File: src/inc/ctpg_defines.vh
`ifndef CTPG_DEFINES_VH
`define CTPG_DEFINES_VH

// ----------------------------------------------------------------
// register map (byte addresses)
// ----------------------------------------------------------------
`define CTPG_ADDR_CTRL 8'h10
`define CTPG_ADDR_IPG 8'h14
`define CTPG_ADDR_IRQ_STAT 8'h18
`define CTPG_ADDR_IRQ_MASK 8'h1c
`define CTPG_ADDR_SWRST 8'h20

// ----------------------------------------------------------------
// control register fields
// ----------------------------------------------------------------
`define CTPG_BURST_HI 15
`define CTPG_BURST_LO 8
`define CTPG_BIT_TRIG 7
`define CTPG_BIT_SCC 6
`define CTPG_BIT_ENA 3
`define CTPG_BIT_PAY 2
`define CTPG_BIT_LEN 1
`define CTPG_BIT_ERR 0
`define CTPG_CTRL_WMASK 16'hff4f

// ----------------------------------------------------------------
// reset values and frame constants
// ----------------------------------------------------------------
`define CTPG_IPG_RESET 8'h0b
`define CTPG_LEN_LONG 11'h5ee
`define CTPG_LEN_SHORT 11'h040
`define CTPG_PAT_A 8'h5a
`define CTPG_PAT_B 8'ha5
`define CTPG_LFSR_SEED 8'hff
`define CTPG_IRQ_PKT 0
`define CTPG_IRQ_BURST 1
`define CTPG_IRQ_W 2
`define CTPG_RESP_OKAY 2'h0
`define CTPG_RESP_SLVERR 2'h2

`endif

File: src/ctpg_byte_source.v
`timescale 1ns/100ps
`include "ctpg_defines.vh"

// payload byte source: lfsr or alternating pattern
module ctpg_byte_source (
    input wire aclk,
    input wire aresetn,
    input wire restart,
    input wire advance,
    input wire pattern_sel,
    output wire [7:0] data
);
    reg [7:0] lfsr;
    reg phase;

    // advance lfsr and pattern phase per byte sent
    always @(posedge aclk) begin
        if (!aresetn || restart) begin
            lfsr <= `CTPG_LFSR_SEED;
            phase <= 1'b0;
        end else if (advance) begin
            lfsr <= {lfsr[6:0], lfsr[7] ^ lfsr[5] ^ lfsr[4] ^ lfsr[3]};
            phase <= ~phase;
        end
    end

    assign data = pattern_sel ? (phase ? `CTPG_PAT_B : `CTPG_PAT_A)
                              : lfsr;
endmodule // ctpg_byte_source

File: src/ctpg_generator.v
`timescale 1ns/100ps
`include "ctpg_defines.vh"

// Contract
// - zero burst is continuous, else N packets
// - trigger bit reads 0 busy, 1 done
// - writing 0 when done starts burst
// - writes to trigger ignored while busy
// - trigger valid only with scc, enable, burst
// - self clear set keeps enable after burst
// - self clear clear drops enable after burst
// - length bit picks 1518 or 64 bytes
// - payload bit picks random or 5a/a5
// - gap is ipg plus one bytes, reset 0xb
module ctpg_generator (
    input wire aclk,
    input wire aresetn,
    input wire [7:0] s_axi_awaddr,
    input wire s_axi_awvalid,
    output reg s_axi_awready,
    input wire [31:0] s_axi_wdata,
    input wire [3:0] s_axi_wstrb,
    input wire s_axi_wvalid,
    output reg s_axi_wready,
    output reg [1:0] s_axi_bresp,
    output reg s_axi_bvalid,
    input wire s_axi_bready,
    input wire [7:0] s_axi_araddr,
    input wire s_axi_arvalid,
    output reg s_axi_arready,
    output reg [31:0] s_axi_rdata,
    output reg [1:0] s_axi_rresp,
    output reg s_axi_rvalid,
    input wire s_axi_rready,
    output reg [7:0] tx_data,
    output reg tx_en,
    output reg tx_er,
    output reg irq
);
    // ------------------------------------------------------------
    // state machine codes
    // ------------------------------------------------------------
    localparam [2:0] ST_IDLE = 3'b001;
    localparam [2:0] ST_SEND = 3'b010;
    localparam [2:0] ST_GAP = 3'b100;

    // ------------------------------------------------------------
    // registers
    // ------------------------------------------------------------
    reg [7:0] burst;
    reg trig_done;
    reg scc;
    reg enable;
    reg pay_sel;
    reg len_sel;
    reg err_sel;
    reg [7:0] ipg;
    reg [`CTPG_IRQ_W-1:0] irq_stat;
    reg [`CTPG_IRQ_W-1:0] irq_mask;
    reg [2:0] state;
    reg [10:0] byte_cnt;
    reg [8:0] gap_cnt;
    reg [7:0] pkt_cnt;
    reg [7:0] aw_addr;
    reg aw_held;
    reg [31:0] w_data;
    reg [3:0] w_strb;
    reg w_held;

    wire [7:0] src_data;
    wire [10:0] pkt_len;
    wire burst_mode;
    wire wr_go;
    wire rd_go;
    wire wr_ctrl;
    wire sw_rst;
    wire last_byte;
    wire last_gap;
    wire burst_end;
    wire trig_fire;
    wire [15:0] ctrl_word;

    // payload bytes
    ctpg_byte_source u_src (
        .aclk(aclk),
        .aresetn(aresetn),
        .restart(state == ST_IDLE),
        .advance(state == ST_SEND),
        .pattern_sel(pay_sel),
        .data(src_data)
    );

    // ------------------------------------------------------------
    // decode helpers
    // ------------------------------------------------------------
    assign pkt_len = len_sel ? `CTPG_LEN_LONG : `CTPG_LEN_SHORT;
    assign burst_mode = (burst != 8'h00);
    assign wr_go = aw_held && w_held && !s_axi_bvalid;
    assign rd_go = s_axi_arvalid && s_axi_arready;
    assign wr_ctrl = wr_go && (aw_addr == `CTPG_ADDR_CTRL);
    assign sw_rst = wr_go && (aw_addr == `CTPG_ADDR_SWRST) && w_data[0];
    assign last_byte = (state == ST_SEND) && (byte_cnt == pkt_len - 11'h001);
    assign last_gap = (state == ST_GAP) && (gap_cnt == {1'b0, ipg});
    assign burst_end = last_byte && burst_mode && (pkt_cnt == burst - 8'h01);
    // trigger honoured only when done and all qualifiers hold
    assign trig_fire = wr_ctrl && w_strb[0] && !w_data[`CTPG_BIT_TRIG]
        && trig_done && scc && enable && burst_mode;
    assign ctrl_word = {burst, trig_done, scc, 2'b00, enable, pay_sel,
                        len_sel, err_sel};

    // ------------------------------------------------------------
    // axi4-lite write channel: latch address and data separately
    // ------------------------------------------------------------
    always @(posedge aclk) begin
        if (!aresetn) begin
            aw_held <= 1'b0;
            w_held <= 1'b0;
            aw_addr <= 8'h00;
            w_data <= 32'h0000_0000;
            w_strb <= 4'h0;
            s_axi_awready <= 1'b0;
            s_axi_wready <= 1'b0;
            s_axi_bvalid <= 1'b0;
            s_axi_bresp <= `CTPG_RESP_OKAY;
        end else begin
            s_axi_awready <= !aw_held && !s_axi_awready;
            s_axi_wready <= !w_held && !s_axi_wready;
            if (s_axi_awvalid && s_axi_awready) begin
                aw_held <= 1'b1;
                aw_addr <= s_axi_awaddr;
                s_axi_awready <= 1'b0;
            end
            if (s_axi_wvalid && s_axi_wready) begin
                w_held <= 1'b1;
                w_data <= s_axi_wdata;
                w_strb <= s_axi_wstrb;
                s_axi_wready <= 1'b0;
            end
            if (wr_go) begin
                s_axi_bvalid <= 1'b1;
                case (aw_addr)
                    `CTPG_ADDR_CTRL, `CTPG_ADDR_IPG, `CTPG_ADDR_IRQ_STAT,
                    `CTPG_ADDR_IRQ_MASK, `CTPG_ADDR_SWRST:
                        s_axi_bresp <= `CTPG_RESP_OKAY;
                    default: s_axi_bresp <= `CTPG_RESP_SLVERR;
                endcase
            end
            if (s_axi_bvalid && s_axi_bready) begin
                s_axi_bvalid <= 1'b0;
                aw_held <= 1'b0;
                w_held <= 1'b0;
            end
        end
    end

    // ------------------------------------------------------------
    // axi4-lite read channel
    // ------------------------------------------------------------
    always @(posedge aclk) begin
        if (!aresetn) begin
            s_axi_arready <= 1'b0;
            s_axi_rvalid <= 1'b0;
            s_axi_rdata <= 32'h0000_0000;
            s_axi_rresp <= `CTPG_RESP_OKAY;
        end else begin
            s_axi_arready <= !s_axi_rvalid && !s_axi_arready;
            if (rd_go) begin
                s_axi_arready <= 1'b0;
                s_axi_rvalid <= 1'b1;
                s_axi_rresp <= `CTPG_RESP_OKAY;
                case (s_axi_araddr)
                    `CTPG_ADDR_CTRL: s_axi_rdata <= {16'h0000, ctrl_word};
                    `CTPG_ADDR_IPG: s_axi_rdata <= {24'h000000, ipg};
                    `CTPG_ADDR_IRQ_STAT:
                        s_axi_rdata <= {30'h00000000, irq_stat};
                    `CTPG_ADDR_IRQ_MASK:
                        s_axi_rdata <= {30'h00000000, irq_mask};
                    `CTPG_ADDR_SWRST: s_axi_rdata <= 32'h0000_0000;
                    default: begin
                        s_axi_rdata <= 32'h0000_0000;
                        s_axi_rresp <= `CTPG_RESP_SLVERR;
                    end
                endcase
            end else if (s_axi_rvalid && s_axi_rready) begin
                s_axi_rvalid <= 1'b0;
            end
        end
    end

    // ------------------------------------------------------------
    // control fields kept across soft reset
    // ------------------------------------------------------------
    always @(posedge aclk) begin
        if (!aresetn) begin
            burst <= 8'h00;
            scc <= 1'b0;
            trig_done <= 1'b0;
        end else begin
            if (wr_ctrl && w_strb[1])
                burst <= w_data[`CTPG_BURST_HI:`CTPG_BURST_LO];
            if (wr_ctrl && w_strb[0])
                scc <= w_data[`CTPG_BIT_SCC];
            // done flag: hardware set at burst end wins over trigger
            if (burst_end)
                trig_done <= 1'b1;
            else if (trig_fire)
                trig_done <= 1'b0;
            else if (wr_ctrl && w_strb[0] && w_data[`CTPG_BIT_ENA]
                     && !enable)
                trig_done <= 1'b0; // fresh enable starts busy
        end
    end

    // ------------------------------------------------------------
    // fields cleared by soft reset, ipg and interrupt mask
    // ------------------------------------------------------------
    always @(posedge aclk) begin
        if (!aresetn || sw_rst) begin
            enable <= 1'b0;
            pay_sel <= 1'b0;
            len_sel <= 1'b0;
            err_sel <= 1'b0;
            ipg <= `CTPG_IPG_RESET;
            irq_mask <= {`CTPG_IRQ_W{1'b0}};
        end else begin
            if (wr_ctrl && w_strb[0]) begin
                pay_sel <= w_data[`CTPG_BIT_PAY];
                len_sel <= w_data[`CTPG_BIT_LEN];
                err_sel <= w_data[`CTPG_BIT_ERR];
            end
            // enable: clears itself after burst unless scc is set
            if (burst_end && !scc)
                enable <= 1'b0;
            else if (wr_ctrl && w_strb[0])
                enable <= w_data[`CTPG_BIT_ENA];
            if (wr_go && aw_addr == `CTPG_ADDR_IPG && w_strb[0])
                ipg <= w_data[7:0];
            if (wr_go && aw_addr == `CTPG_ADDR_IRQ_MASK && w_strb[0])
                irq_mask <= w_data[`CTPG_IRQ_W-1:0];
        end
    end

    // sticky status: set beats write-one-to-clear
    always @(posedge aclk) begin
        if (!aresetn) begin
            irq_stat <= {`CTPG_IRQ_W{1'b0}};
            irq <= 1'b0;
        end else begin
            irq_stat <= (irq_stat & ~((wr_go && w_strb[0] &&
                aw_addr == `CTPG_ADDR_IRQ_STAT) ?
                w_data[`CTPG_IRQ_W-1:0] : {`CTPG_IRQ_W{1'b0}}))
                | {burst_end, last_byte};
            irq <= |(irq_stat & irq_mask);
        end
    end

    // ------------------------------------------------------------
    // frame sequencer
    // ------------------------------------------------------------
    always @(posedge aclk) begin
        if (!aresetn || sw_rst) begin
            state <= ST_IDLE;
            byte_cnt <= 11'h000;
            gap_cnt <= 9'h000;
            pkt_cnt <= 8'h00;
        end else begin
            case (state)
                ST_IDLE: begin
                    byte_cnt <= 11'h000;
                    pkt_cnt <= 8'h00;
                    // start on enable when not done, or on a trigger
                    if ((enable && !trig_done) || trig_fire)
                        state <= ST_SEND;
                    else if (enable && !burst_mode)
                        state <= ST_SEND;
                end
                ST_SEND: begin
                    byte_cnt <= byte_cnt + 11'h001;
                    if (last_byte) begin
                        byte_cnt <= 11'h000;
                        gap_cnt <= 9'h000;
                        pkt_cnt <= pkt_cnt + 8'h01;
                        state <= burst_end ? ST_IDLE : ST_GAP;
                    end
                end
                ST_GAP: begin
                    gap_cnt <= gap_cnt + 9'h001;
                    if (last_gap)
                        state <= enable ? ST_SEND : ST_IDLE;
                end
                default: state <= ST_IDLE;
            endcase
        end
    end

    // transmit outputs registered from sequencer state
    always @(posedge aclk) begin
        if (!aresetn) begin
            tx_data <= 8'h00;
            tx_en <= 1'b0;
            tx_er <= 1'b0;
        end else begin
            tx_en <= (state == ST_SEND);
            tx_data <= (state == ST_SEND) ? src_data : 8'h00;
            tx_er <= (state == ST_SEND) && err_sel && last_byte;
        end
    end
endmodule // ctpg_generator

File: config.mk
export PLATFORM = sky130hd
export DESIGN_NAME = ctpg_generator
export DESIGN_NICKNAME = d
export VERILOG_FILES = /design/src/ctpg_byte_source.v /design/src/ctpg_generator.v
export VERILOG_INCLUDE_DIRS = /design/src /design/src/inc
export SDC_FILE = /design/constraint.sdc
export NUM_CORES = 1
export LEC_CHECK = 0
export BUFFER_PORTS_ARGS = -buffer_cell sky130_fd_sc_hd__buf_2
export CAP_MARGIN = 15
export CORE_UTILIZATION = 55
export CTS_CLUSTER_DIAMETER = 200
export CTS_CLUSTER_SIZE = 8
export DETAILED_ROUTE_END_ITERATION = 10
export PLACE_DENSITY_LB_ADDON = 0.2
export SYNTH_ARGS = -nofsm -noshare
export SYNTH_HDL_FRONTEND = slang
export SYNTH_SLANG_ARGS = --single-unit
File: constraint.sdc
create_clock -name aclk -period 4.3 [get_ports aclk]
set_clock_uncertainty 0.15 [all_clocks]
set_input_delay 0.86 -clock aclk [delete_from_list [all_inputs] [get_ports aclk]]
set_output_delay 0.86 -clock aclk [all_outputs]
set_load 0.1 [all_outputs]
==> results of run 1 <==
## routing by layer
metal,vias up,GRT usage (%),share of wire [%]
met5,-,0,0
met4,0,8.853,1.4
met3,15,6.425,4.8
met2,141,42.72,49
met1,2313,32.66,45
li1,2399,-,-
## layout make-up
class / count / area, um^2 / share of cell area (%)
Timing Repair Buffer: 76 / 385.4 / 5.688
Clock buffer: 18 / 427.9 / 6.316
Tap cell: 136 / 170.2 / 2.512
Sequential cell: 128 / 2562 / 37.82
Multi-Input combinational cell: 495 / 3039 / 44.86
Inverter: 7 / 26.28 / 0.3878
Clock inverter: 14 / 163.9 / 2.419
## state kept, by name (all words and copies together) (netlist names), 3 cells and up
name         flops
s_axi_rdata     16
byte_cnt        11
ipg              8
w_data          16
aw_addr          8
burst            8
tx_data          8
pkt_cnt          8
u_src.lfsr       8
state            3
gap_cnt          9
## report_power, final
part | internal (mW) | switching (mW)
clock network | 0.896 | 0.534
registers | 1.20 | 0.0174
logic | 0.0399 | 0.147
total | 2.14 | 0.699
## final timing paths
| check | slack (ps) | end | from | cells past startpoint |
|---|---|---|---|---|
| worst min-delay path | 300 | s_axi_arready$_SDFF_PP0_ | s_axi_rvalid$_SDFFE_PN0P_ | 1 |
| worst max register to register | 1940 | state[2]$_SDFFE_PP0P_ | byte_cnt[7]$_SDFFE_PP0P_ | 6 |
| worst min register to register | 300 | s_axi_arready$_SDFF_PP0_ | s_axi_rvalid$_SDFFE_PN0P_ | 1 |
| worst max-delay path | 1710 | s_axi_awready | s_axi_awready$_SDFF_PP0_ | 1 |
## cell families after synthesis
group | Yosys count | synth area share [%]
muxes | 29 | 5.425
and+or+nand+nor | 285 | 24.95
xor gates and xnor gates | 26 | 3.918
AOI/OAI and AO/OA | 132 | 15.76
buffers and inverters | 53 | 4.715
other | 1 | 0.06452
DFF | 128 | 44.09
adders and majority gates | 5 | 1.076
## stage by stage
step / worst slack [ps] / util, %
final: 1713 / 65.92
after floorplan: 1839 / -
after detailed placement: 1421 / 60.17
after global placement: 1521 / 60.17
after global routing: 1639 / 65.92
after CTS: 1688 / 65.92
## layout by cell type, fill, tap and decap left out, types with 3 or more instances in the layout
cell and instances:
a211oi_1 3, a21boi_0 34, a21oi_1 29, a22oi_1 11, a311oi_1 6, a31oi_1 5
and2_1 9, and3_1 14, and4_1 4, buf_2 74, bufinv_16 3, clkbuf_16 16
clkinv_2 5, clkinvlp_4 3, conb_1 18, dfxtp_1 128, ha_1 5, inv_1 7
mux2i_1 27, nand2_1 98, nand2b_1 22, nand3_1 25, nand3b_1 5, nand4_1 5
nor2_1 47, nor2b_1 25, nor3_1 7, nor3b_1 4, nor4_1 4, nor4b_1 3
o2111ai_1 3, o211ai_1 3, o21a_1 5, o21ai_0 17, xnor2_1 8, xor2_1 18
==> results by stage, run 1 <==
Status:
- The flow ran to the end, and the final reports show no timing, DRC or antenna violations.

Drt:
- The detailed-routing iteration count for the pre-antenna-repair pass is 5.
- Dividing the detail-routed via count by the number of cells gives 5.570.
- The routed layout has 4,868 vias.
- The iteration-0 DRC count of the detailed router is 217.
- The remaining routing DRC violations is 0.
- Wires add up to 13,320 um.
- The number of nets still failing antenna checks after routing is 0.
- The average routed wire per standard cell is 15.24 um.

Setup path:
- The slowest cell on the critical path is dfxtp_1.
- For the worst setup path, the data required time is 3290 ps.
- The family with the most delay on the worst path is flip-flops.
- The number of buffers and inverters on the critical path is 1.
- Walking the worst path, the cells encountered are buf_2.
- For this run, the slowest stage of the critical path takes around 540 ps.
- The startpoint type of the worst setup path is a flip-flop.
- The largest driver fanout on the critical path is 12.
- The endpoint kind of the worst setup timing path is an output pin.
- The critical path in this run is classified as reg2out.
- STA puts the critical path data arrival time at approximately 1600 ps.

Clock network:
- The root cell of the clock tree is clkbuf_8.
- The number of buffers inserted to repair setup after CTS is 0.
- The later pin in the worst-skew pair is clocked with a latency of ~530 ps.
- The clock buffer count from CTS is 17.
- The number of clock sinks seen by CTS is roughly 130.
- After clock tree synthesis, the flow added hold-fix buffers numbering 0.
- The CTS tree is done.
- The number of buffers on the longest clock path is 2.
- After clock tree synthesis, the clock-pin slew on the worst setup and hold paths is ~60 ps.
- Once the clock tree was built, the resizer swapped 0 gates to a different size.
- The H-tree generated during clock tree synthesis spans 4 levels.

Synthesis:
- The synthesized instance count is approximately 660.
- Summed over all instances, the cell type with the most area after synthesis is dfxtp_1.
- The commonest cells after synthesis are 128 x dfxtp_1, 98 x nand2_1, 47 x nor2_1.
- The cell area after synthesis is 5812 um^2.
- A synthesized cell averages 8.819 um^2.
- Ranked by total cell area, the synthesized netlist is headed by dfxtp_1 44%, nand2_1 6.3%, mux2i_1 4.7%, a21boi_0 4.4%, nor2_1 3.0%.
- The share of the synthesized area in the top cell type is roughly 44%.
- Synthesis instantiated 60 different standard cells from the library.
- The number of flops mapped to enable cells by yosys is 0.
- The share of async-settable or async-resettable flops after synthesis is 0%.
- In this run, synthesis produced a sequential element count of roughly 130.
- The count of synthesis-stage warnings from yosys is 0.
- The cell with the most instances after synthesis is dfxtp_1.
- In the synthesized netlist the dominant register cell turns out to be dfxtp_1.
- For this run, the register share of the synthesized area comes to 44.09%.

Final layout:
- The post-synthesis to final-layout area growth is 16.58%.
- In the final layout, the share of cells above drive strength 1 is 16.53%.
- The number of antenna diodes is 0.
- The number of filler cells placed in the layout is approximately 870.
- Excluding fillers, the count of instances in the completed layout stands at ~870.
- The cell area after layout is 6775 um^2.
- The number of nets in the finished design is between 700 and 800.

Global routing:
- The via count of the first global-routing pass is 4,597.
- The global-route usage over all layers is 25.77%.
- Entering global routing, the biggest net connects between 60 and 70 pins.
- Summed over all layers, the global routing overflow is 0.
- The number of antenna violations at the first check in global routing is 0.
- The first-pass GRT wire length is ~22,000 um.

Die:
- The number of primary I/O pins is 111.
- The effective utilization at floorplan is around 57%.
- After floorplanning, the core was sized to cover 10,280 um^2.
- The die is 104.8 um wide.
- The die extent in y is 104.8 um.
- The number of rows in the core area is 37.
- The area of the die is 10,980 um^2.

Power and ir drop:
- VDD sags by at most 0.0003593 V.
- The cell leakage power is 2.887 nW.
- The ratio of total power to cell area is about 420 nW/um^2.
- The total power is 2.838 mW.

STA:
- The total setup violations reported at the end of the flow is 0.
- Headroom to the max-slew limit came out at 39.07%.
- The number of pins exceeding their max-slew limit in the final report is 0.
- The final cycle utilization of the critical path is 60.17%.
- Derived from the worst setup path, the maximum achievable clock frequency is roughly 0.39 GHz.
- The hold violation count in the final report is 0.
- The slew of the pin with the lowest slew margin is 914.0 ps.
- Summed over all failing endpoints, the final setup total negative slack is 0 ps.
- The minimum clock period after layout is 2587 ps.
- The worst hold slack across all endpoints is 301.3 ps.
- Setup repair after global routing left no endpoint under its margin.

Placed design:
- During placement, the flow inserted port buffers numbering 74.
- Including well taps, the total number of placed cells is 842.
- The weighted congestion reported at the end of routability-driven placement is ~0.85.
- The post-place instance area is 6183 um^2.
- The post-detailed-placement half-perimeter wirelength is 9216 um.

Worst hold path:
- The worst hold-check path type is reg2reg.

Run:
- Across the run, the number of max-cap violations was 0.
Note: power is estimated with default switching activity, not from simulation.
==> run 2, diff against run 1 <==
Clock period 4.3 ns to 2.6 ns, I/O delays scaled along.
==> run 2 against run 1 <==
  * Combinational power is 68% higher
  * Non-clock buffer count is 7 higher
  * Global-route usage grew 0.23 points
  * Largest power group unchanged
  * Highest routed layer unchanged
==> results by stage, run 2 (same netlist as run 1, synthesis figures left out) <==
Status:
- The flow ran to the end, and the final reports show no timing, DRC or antenna violations.

Setup path:
- The startpoint type of the worst setup path is a flip-flop.
- The critical path arrival is 2650 ps.
- The largest driver fanout on the critical path is 7.
- The critical path is of the reg2reg type.
- The endpoint kind of the worst setup timing path is a flip-flop.
- At the worst endpoint, the required time is 2920 ps.

STA:
- The number of pins exceeding their max-slew limit in the final report is 0.
- The total setup violations reported at the end of the flow is 0.
- Setup repair after global routing left no endpoint under its margin.
- Of the available clock period, the critical path in the final layout requires 89.59%.
- The tightest slew margin relative to the limit is 57.94%.
- The maximum clock rate is around 0.43 GHz.
- Setup slack closes at 270.7 ps.
- Counting I/O delays and the setup requirement, the final critical path takes 2329 ps.
- Hold is met by roughly 85 ps.
- After routing, the total negative slack on setup checks comes to 0 ps.
- The slew of the pin with the lowest slew margin is roughly 630 ps.
- The hold violation count in the final report was 0.

Clock network:
- The CTS tree is done.
- The clock transition at the registers of the reported paths is 60 ps.
- The clock latency of the later-clocked register in the worst-skew pair is 530 ps.
- Post-CTS repair changed the size of 0 cells.
- The number of buffers inserted to repair setup after CTS is 0.
- In this run, CTS created clock tree buffers numbering 17.
- Buffers inserted to repair hold after CTS numbered 0.
- The clock net in this run drives a total of 128 sinks.
- The root cell of the clock tree is clkbuf_8.
- No sink is reached through more buffers than the 2 on the longest clock path.
- The clock tree synthesis step divided the H-tree into 4 levels.

Power and ir drop:
- The maximum vdd ir drop is 0.0005254 V.
- Dividing total power by cell area gives a power density of 672.7 nW/um^2.
- The cell leakage power is between 2 and 3 nW.

Global routing:
- For this run, global-route usage on met2 was measured as 42.81%.
- The first global-routing pass estimated 22,310 um of wire.
- The most heavily used metal layer in global routing is met2.
- The via count of the first global-routing pass is 4,637.
- The global-route usage over all layers is roughly a quarter.
- The pin count of the biggest net entering global routing is 61.
- The fraction of met3 tracks used by global routing is under 10%.
- The leftover overflow at the end of global routing is 0.
- The number of antenna violations at the first check in global routing is 0.
- Global routing used 32.56% of the available met1 tracks.

Die:
- The total area inside the core boundary comes to 10,280 um^2.
- The die is ~100 um wide.
- The number of rows in the core area is 37.
- The area of the die is between 10,000 and 15,000 um^2.
- The initial utilization of the core area, before any placement, comes to 56.55%.
- The die extent in y is 104.8 um.
- During I/O placement, the number of pins put on the boundary was between 100 and 150.

Final layout:
- The library cell used most frequently in the layout, excluding fill and tap cells, is dfxtp_1.
- Across the whole layout, storage elements account for 2562 um^2.
- The number of antenna diodes is 0.
- The share of layout cells above drive strength 1 is between 15 and 20%.
- In the layout the commonest cells are 128 x dfxtp_1, 98 x nand2_1, 74 x buf_2.
- The number of filler cells placed in the layout is about 860.
- For this run, the post-layout net count is 796.
- The largest registers in the layout are s_axi_rdata (16), w_data (16), byte_cnt (11).
- The post-synthesis to final-layout area growth is 16.84%.
- In the final layout, the multi-input gates occupy 3039 um^2.

Drt:
- The average routed wire per standard cell is 15.29 um.
- The via count is 4,841.
- The detail route stage leaves a number of antenna-violating nets equal to 0.
- The remaining routing DRC violations is 0.
- The first routing iteration left about 170 violations.
- The detailed-routing iteration count for the pre-antenna-repair pass is 4.
- After detailed routing, the number of vias per cell comes to 5.501.
- The final wirelength is approximately 13,000 um.

Placed design:
- OpenSTA, run right after detailed placement, puts the worst setup slack at 260.5 ps.
- The weighted congestion reported at the end of routability-driven placement is 0.8486.
- After legalization and detailed placement, the total HPWL measured roughly 9500 um.
- In this run the tool buffered the top-level ports with 74 buffer cells.

Worst hold path:
- The worst hold-check path type is in2reg.

Run:
- Across the run, the number of max-cap violations was 0.
## run 2: cell count changes in the layout (fill, tap and decap cells not counted), sizes merged
cell,previous run,this run
buf,76,83
clkbuf,18,22
inv,9,7
bufinv,3,2
clkinv,6,5
clkinvlp,3,2
## run 2: per-layer routing
metal	part of all wire, %	routed length (um)	vias up
li1	-	-	2416
met1	44	5985	2292
met2	50	6674	124
met3	4.9	661	9
met4	1.0	135	0
met5	0	0	-
## run 2: layout make-up
class / instances / share of cell area [%]
clock buffers: 22 / 6.523
multi-input cells: 495 / 44.76
well taps: 136 / 2.506
flip-flops and latches: 128 / 37.74
repair buffers: 83 / 6.449
inverters: 7 / 0.3870
clock inverters: 9 / 1.640
## run 2: path summary, 6_finish.rpt
check,depth (start not counted),endpoint,slack (ps),startpoint
min,3,w_data[2]$_SDFFE_PN0P_,90,s_axi_wdata[2]
max,6,state[0]$_SDFFE_PP1P_,270,byte_cnt[7]$_SDFFE_PP0P_
min reg2reg,1,s_axi_arready$_SDFF_PP0_,300,s_axi_rvalid$_SDFFE_PN0P_
max reg2reg,6,state[0]$_SDFFE_PP1P_,270,byte_cnt[7]$_SDFFE_PP0P_
## run 2: power by group
part	internal [mW]	leakage, nW	switching, mW
Sequential	1.99	1.03	0.0289
Clock	1.38	0.265	0.853
Combinational	0.0679	1.60	0.244
Total	3.44	2.90	1.13
## run 2: worst max-delay path, cell delays in order, from the launching register on
cell	delay [ps]
dfxtp_1	360
or4_4	560
nor3_4	280
o211ai_4	160
nor4_4	440
o21ai_0	210
nand2_1	110
## run 2: per-stage QoR
stage,utilization [%],instances,power (mW),area (um^2)
6_report,66.07,880,4.568,6790
5_1_grt,66.07,880,4.705,6790
4_1_cts,66.07,880,4.589,6790
3_5_place_dp,60.68,849,2.373,6236
3_3_place_gp,60.68,849,2.366,6236
2_1_floorplan,-,676,2.326,5876
==> run 3, diff against run 2 <==
Settings changed: CTS_BUF_LIST from default to sky130_fd_sc_hd__clkbuf_4 sky130_fd_sc_hd__clkbuf_8.
==> run 3 against run 2 <==
  * Clock-buffer cell count stayed put
  * Clock power fell by 25%
  * First-iteration DRC count is 9.6% higher
  * Fmax up 0.75%
  * Combinational power about the same
  * Sequential power about the same
  * Sequential cell count stayed put
==> results by stage, run 3 (same netlist as run 1, synthesis figures left out) <==
STA:
- Headroom to the max-slew limit came out at about three fifths.
- The hold violation count in the final report was 0.
- The final cycle utilization of the critical path is approximately nine tenths.
- The minimum clock period after layout is 2312 ps.
- The setup TNS is 0 ps.
- The maximum clock rate is between 0.4 and 0.5 GHz.
- The worst hold slack across all endpoints is around 180 ps.
- Setup repair after global routing left no endpoint under its margin.
- The total setup violations reported at the end of the flow is 0.
- After layout, the worst setup slack is roughly 290 ps.
- For the pin with the worst max-slew slack, the measured transition is 625.8 ps.
- The number of pins exceeding their max-slew limit in the final report is 0.

Final layout:
- The top cell types in the final layout, fill and taps aside, are 128 x dfxtp_1, 98 x nand2_1, 74 x buf_2.
- The share of layout cells above drive strength 1 is 17.20%.
- The cell area after layout is 6625 um^2.
- The most common library cell in the layout ignoring fill and taps is dfxtp_1.
- The number of nets in the finished design is a little under 800.
- From synthesis to final layout, the design area changed by 13.99%.
- The largest registers in the layout are s_axi_rdata (16), w_data (16), byte_cnt (11).
- The number of antenna diodes is 0.
- The finished layout holds 880 standard cells, fillers aside.
- The number of filler cells placed in the layout is about 890.

Run:
- The max-capacitance violation count is 0.

Drt:
- The count of nets left with antenna violations once routing finished came out at 0.
- The via count is 4,820.
- The number of vias per cell after detailed routing is 5.477.
- In the final routed layout, each cell accounts on average for 15.03 um.
- Before antenna repair, the detailed router went through 4 iterations.
- The iteration-0 DRC count of the detailed router is 183.
- The remaining routing DRC violations is 0.
- For this block, the routed nets add up to 13,230 um of wire.

Clock network:
- The number of buffers inserted by hold repair at cts is 0.
- At the later pin of the worst-skew pair, clock insertion delay measures between 400 and 500 ps.
- Once the clock tree was built, the setup fixing pass inserted 0 buffers.
- Gates resized during post-CTS repair numbered 0.
- The root cell of the clock tree is clkbuf_8.
- CTS built an H-tree with a depth of 4.
- The clock transition at the registers of the reported paths is ~70 ps.
- The number of clock sinks seen by CTS is ~130.
- The CTS tree is done.
- The clock buffer count from CTS is 17.
- The number of buffers on the longest clock path is 2.

Power and ir drop:
- IR analysis of the VDD net gives a maximum drop of 0.0004735 V.
- Summed over all cells, the static leakage comes to 2.831 nW.
- The ratio of total power to cell area is around 600 nW/um^2.

Die:
- From left edge to right edge, the die measures around 100 um.
- The number of rows in the core area is 37.
- The die covers around 11,000 um^2.
- between 100 and 150 I/O pins were placed.
- The floorplan step set the die height to ~100 um.
- For this configuration, the core starts out at a cell density of 56.55%.
- The placeable core region is 10,280 um^2.

Placed design:
- Summed over all nets, the half-perimeter wirelength after detailed placement is 9518 um.
- Summing all placed instances gives a cell area of 6236 um^2.
- Timing analysis after detailed placement gives a worst setup slack of roughly 260 ps.
- At the end of routability-driven placement, the weighted congestion stood at 0.8486.
- Port buffering added 74 buffers.
- Once placement completed, the tool counted placed cells totaling approximately 850.

Global routing:
- The number of antenna violations at the first check in global routing was 0.
- Entering global routing, the biggest net connects just over 60 pins.
- Global routing consumed, over all layers together, 25.57% of the routing resources.
- The via count of the first global-routing pass is roughly 4,600.
- The leftover overflow at the end of global routing is 0.
- The first-pass GRT wire length is 22,090 um.

Setup path:
- In this run the worst path has a maximum fanout of 7.
- The startpoint type of the worst setup path is a flip-flop.
- The worst setup path is captured at a flip-flop.
- The path type of the worst setup path is reg2reg.
- The launching point of the worst reg2reg path is byte_cnt[7]$_SDFFE_PP0P_.
- The endpoint identified for the worst register-to-register timing path is state[2]$_SDFFE_PP0P_.
- STA puts the critical path data required time at 2780 ps.
- The cell depth of the worst flop-to-flop path is 6.
- The critical path arrival is 2500 ps.
- The reg-to-reg setup timing slack is 290 ps.

Worst hold path:
- Counting instances, the worst hold path has a depth of 3.
- The startpoint of the most critical hold path is s_axi_wdata[10].
- The min-delay analysis places its worst path in the category in2reg.
- The end point of the most critical hold path is w_data[10]$_SDFFE_PN0P_.

Status:
- The run finished with clean final reports.
-- run 3: cell counts in the layout (fill, tap and decap cells not counted) --
Identical to the previous run, type by type.
-- run 3: layout make-up --
type / count / area [um^2] / area share (%)
clock inverter: 9 / 111.4 / 1.681
timing repair buffer: 83 / 437.9 / 6.610
tap: 136 / 170.2 / 2.568
inverter: 7 / 26.28 / 0.3966
multi-input combinational: 495 / 3039 / 45.87
sequential: 128 / 2562 / 38.68
clock buffer: 22 / 277.8 / 4.193
-- run 3: per-stage QoR --
stage,power [mW],util [%]
2_1_floorplan,2.326,-
3_3_place_gp,2.366,60.68
3_5_place_dp,2.373,60.68
4_1_cts,4.034,64.46
5_1_grt,4.151,64.46
6_report,4.014,64.46
-- run 3: how the worst max path moves through the flow --
stage / startpoint / endpoint / slack, ps / cells after the start
4_1_cts: byte_cnt[7]$_SDFFE_PP0P_ / state[2]$_SDFFE_PP0P_ / 270 / 6
5_1_grt: burst[0]$_SDFFE_PN0P_ / state[2]$_SDFFE_PP0P_ / 150 / 8
3_5_place_dp: byte_cnt[7]$_SDFFE_PP0P_ / state[2]$_SDFFE_PP0P_ / 260 / 6
3_3_place_gp: byte_cnt[7]$_SDFFE_PP0P_ / state[2]$_SDFFE_PP0P_ / 320 / 6
6_report: byte_cnt[7]$_SDFFE_PP0P_ / state[2]$_SDFFE_PP0P_ / 290 / 6
2_1_floorplan: s_axi_arready$_SDFF_PP0_ / s_axi_rdata[10]$_SDFFE_PN0P_ / 260 / 5
-- run 3: report_power, final --
group	internal, mW	switching, mW
clock network	0.914	0.771
logic	0.0679	0.244
registers	1.99	0.0286
total	2.97	1.04
-- run 3: critical path, cell delays in order (launching register included) --
cell and delay (ps):
dfxtp_1 360, or4_4 560, nor3_4 280, o211ai_4 160, nor4_4 440, o21ai_1 90
and3_1 180
-- run 3: metal layers --
| metal | GRT usage [%] | vias up | wire, um |
|---|---|---|---|
| met2 | 42.24 | 130 | 6514 |
| met5 | 0 | - | 0 |
| met1 | 32.37 | 2270 | 5838 |
| met3 | 6.425 | 13 | 718 |
| li1 | - | 2407 | - |
| met4 | 9.054 | 0 | 159 |
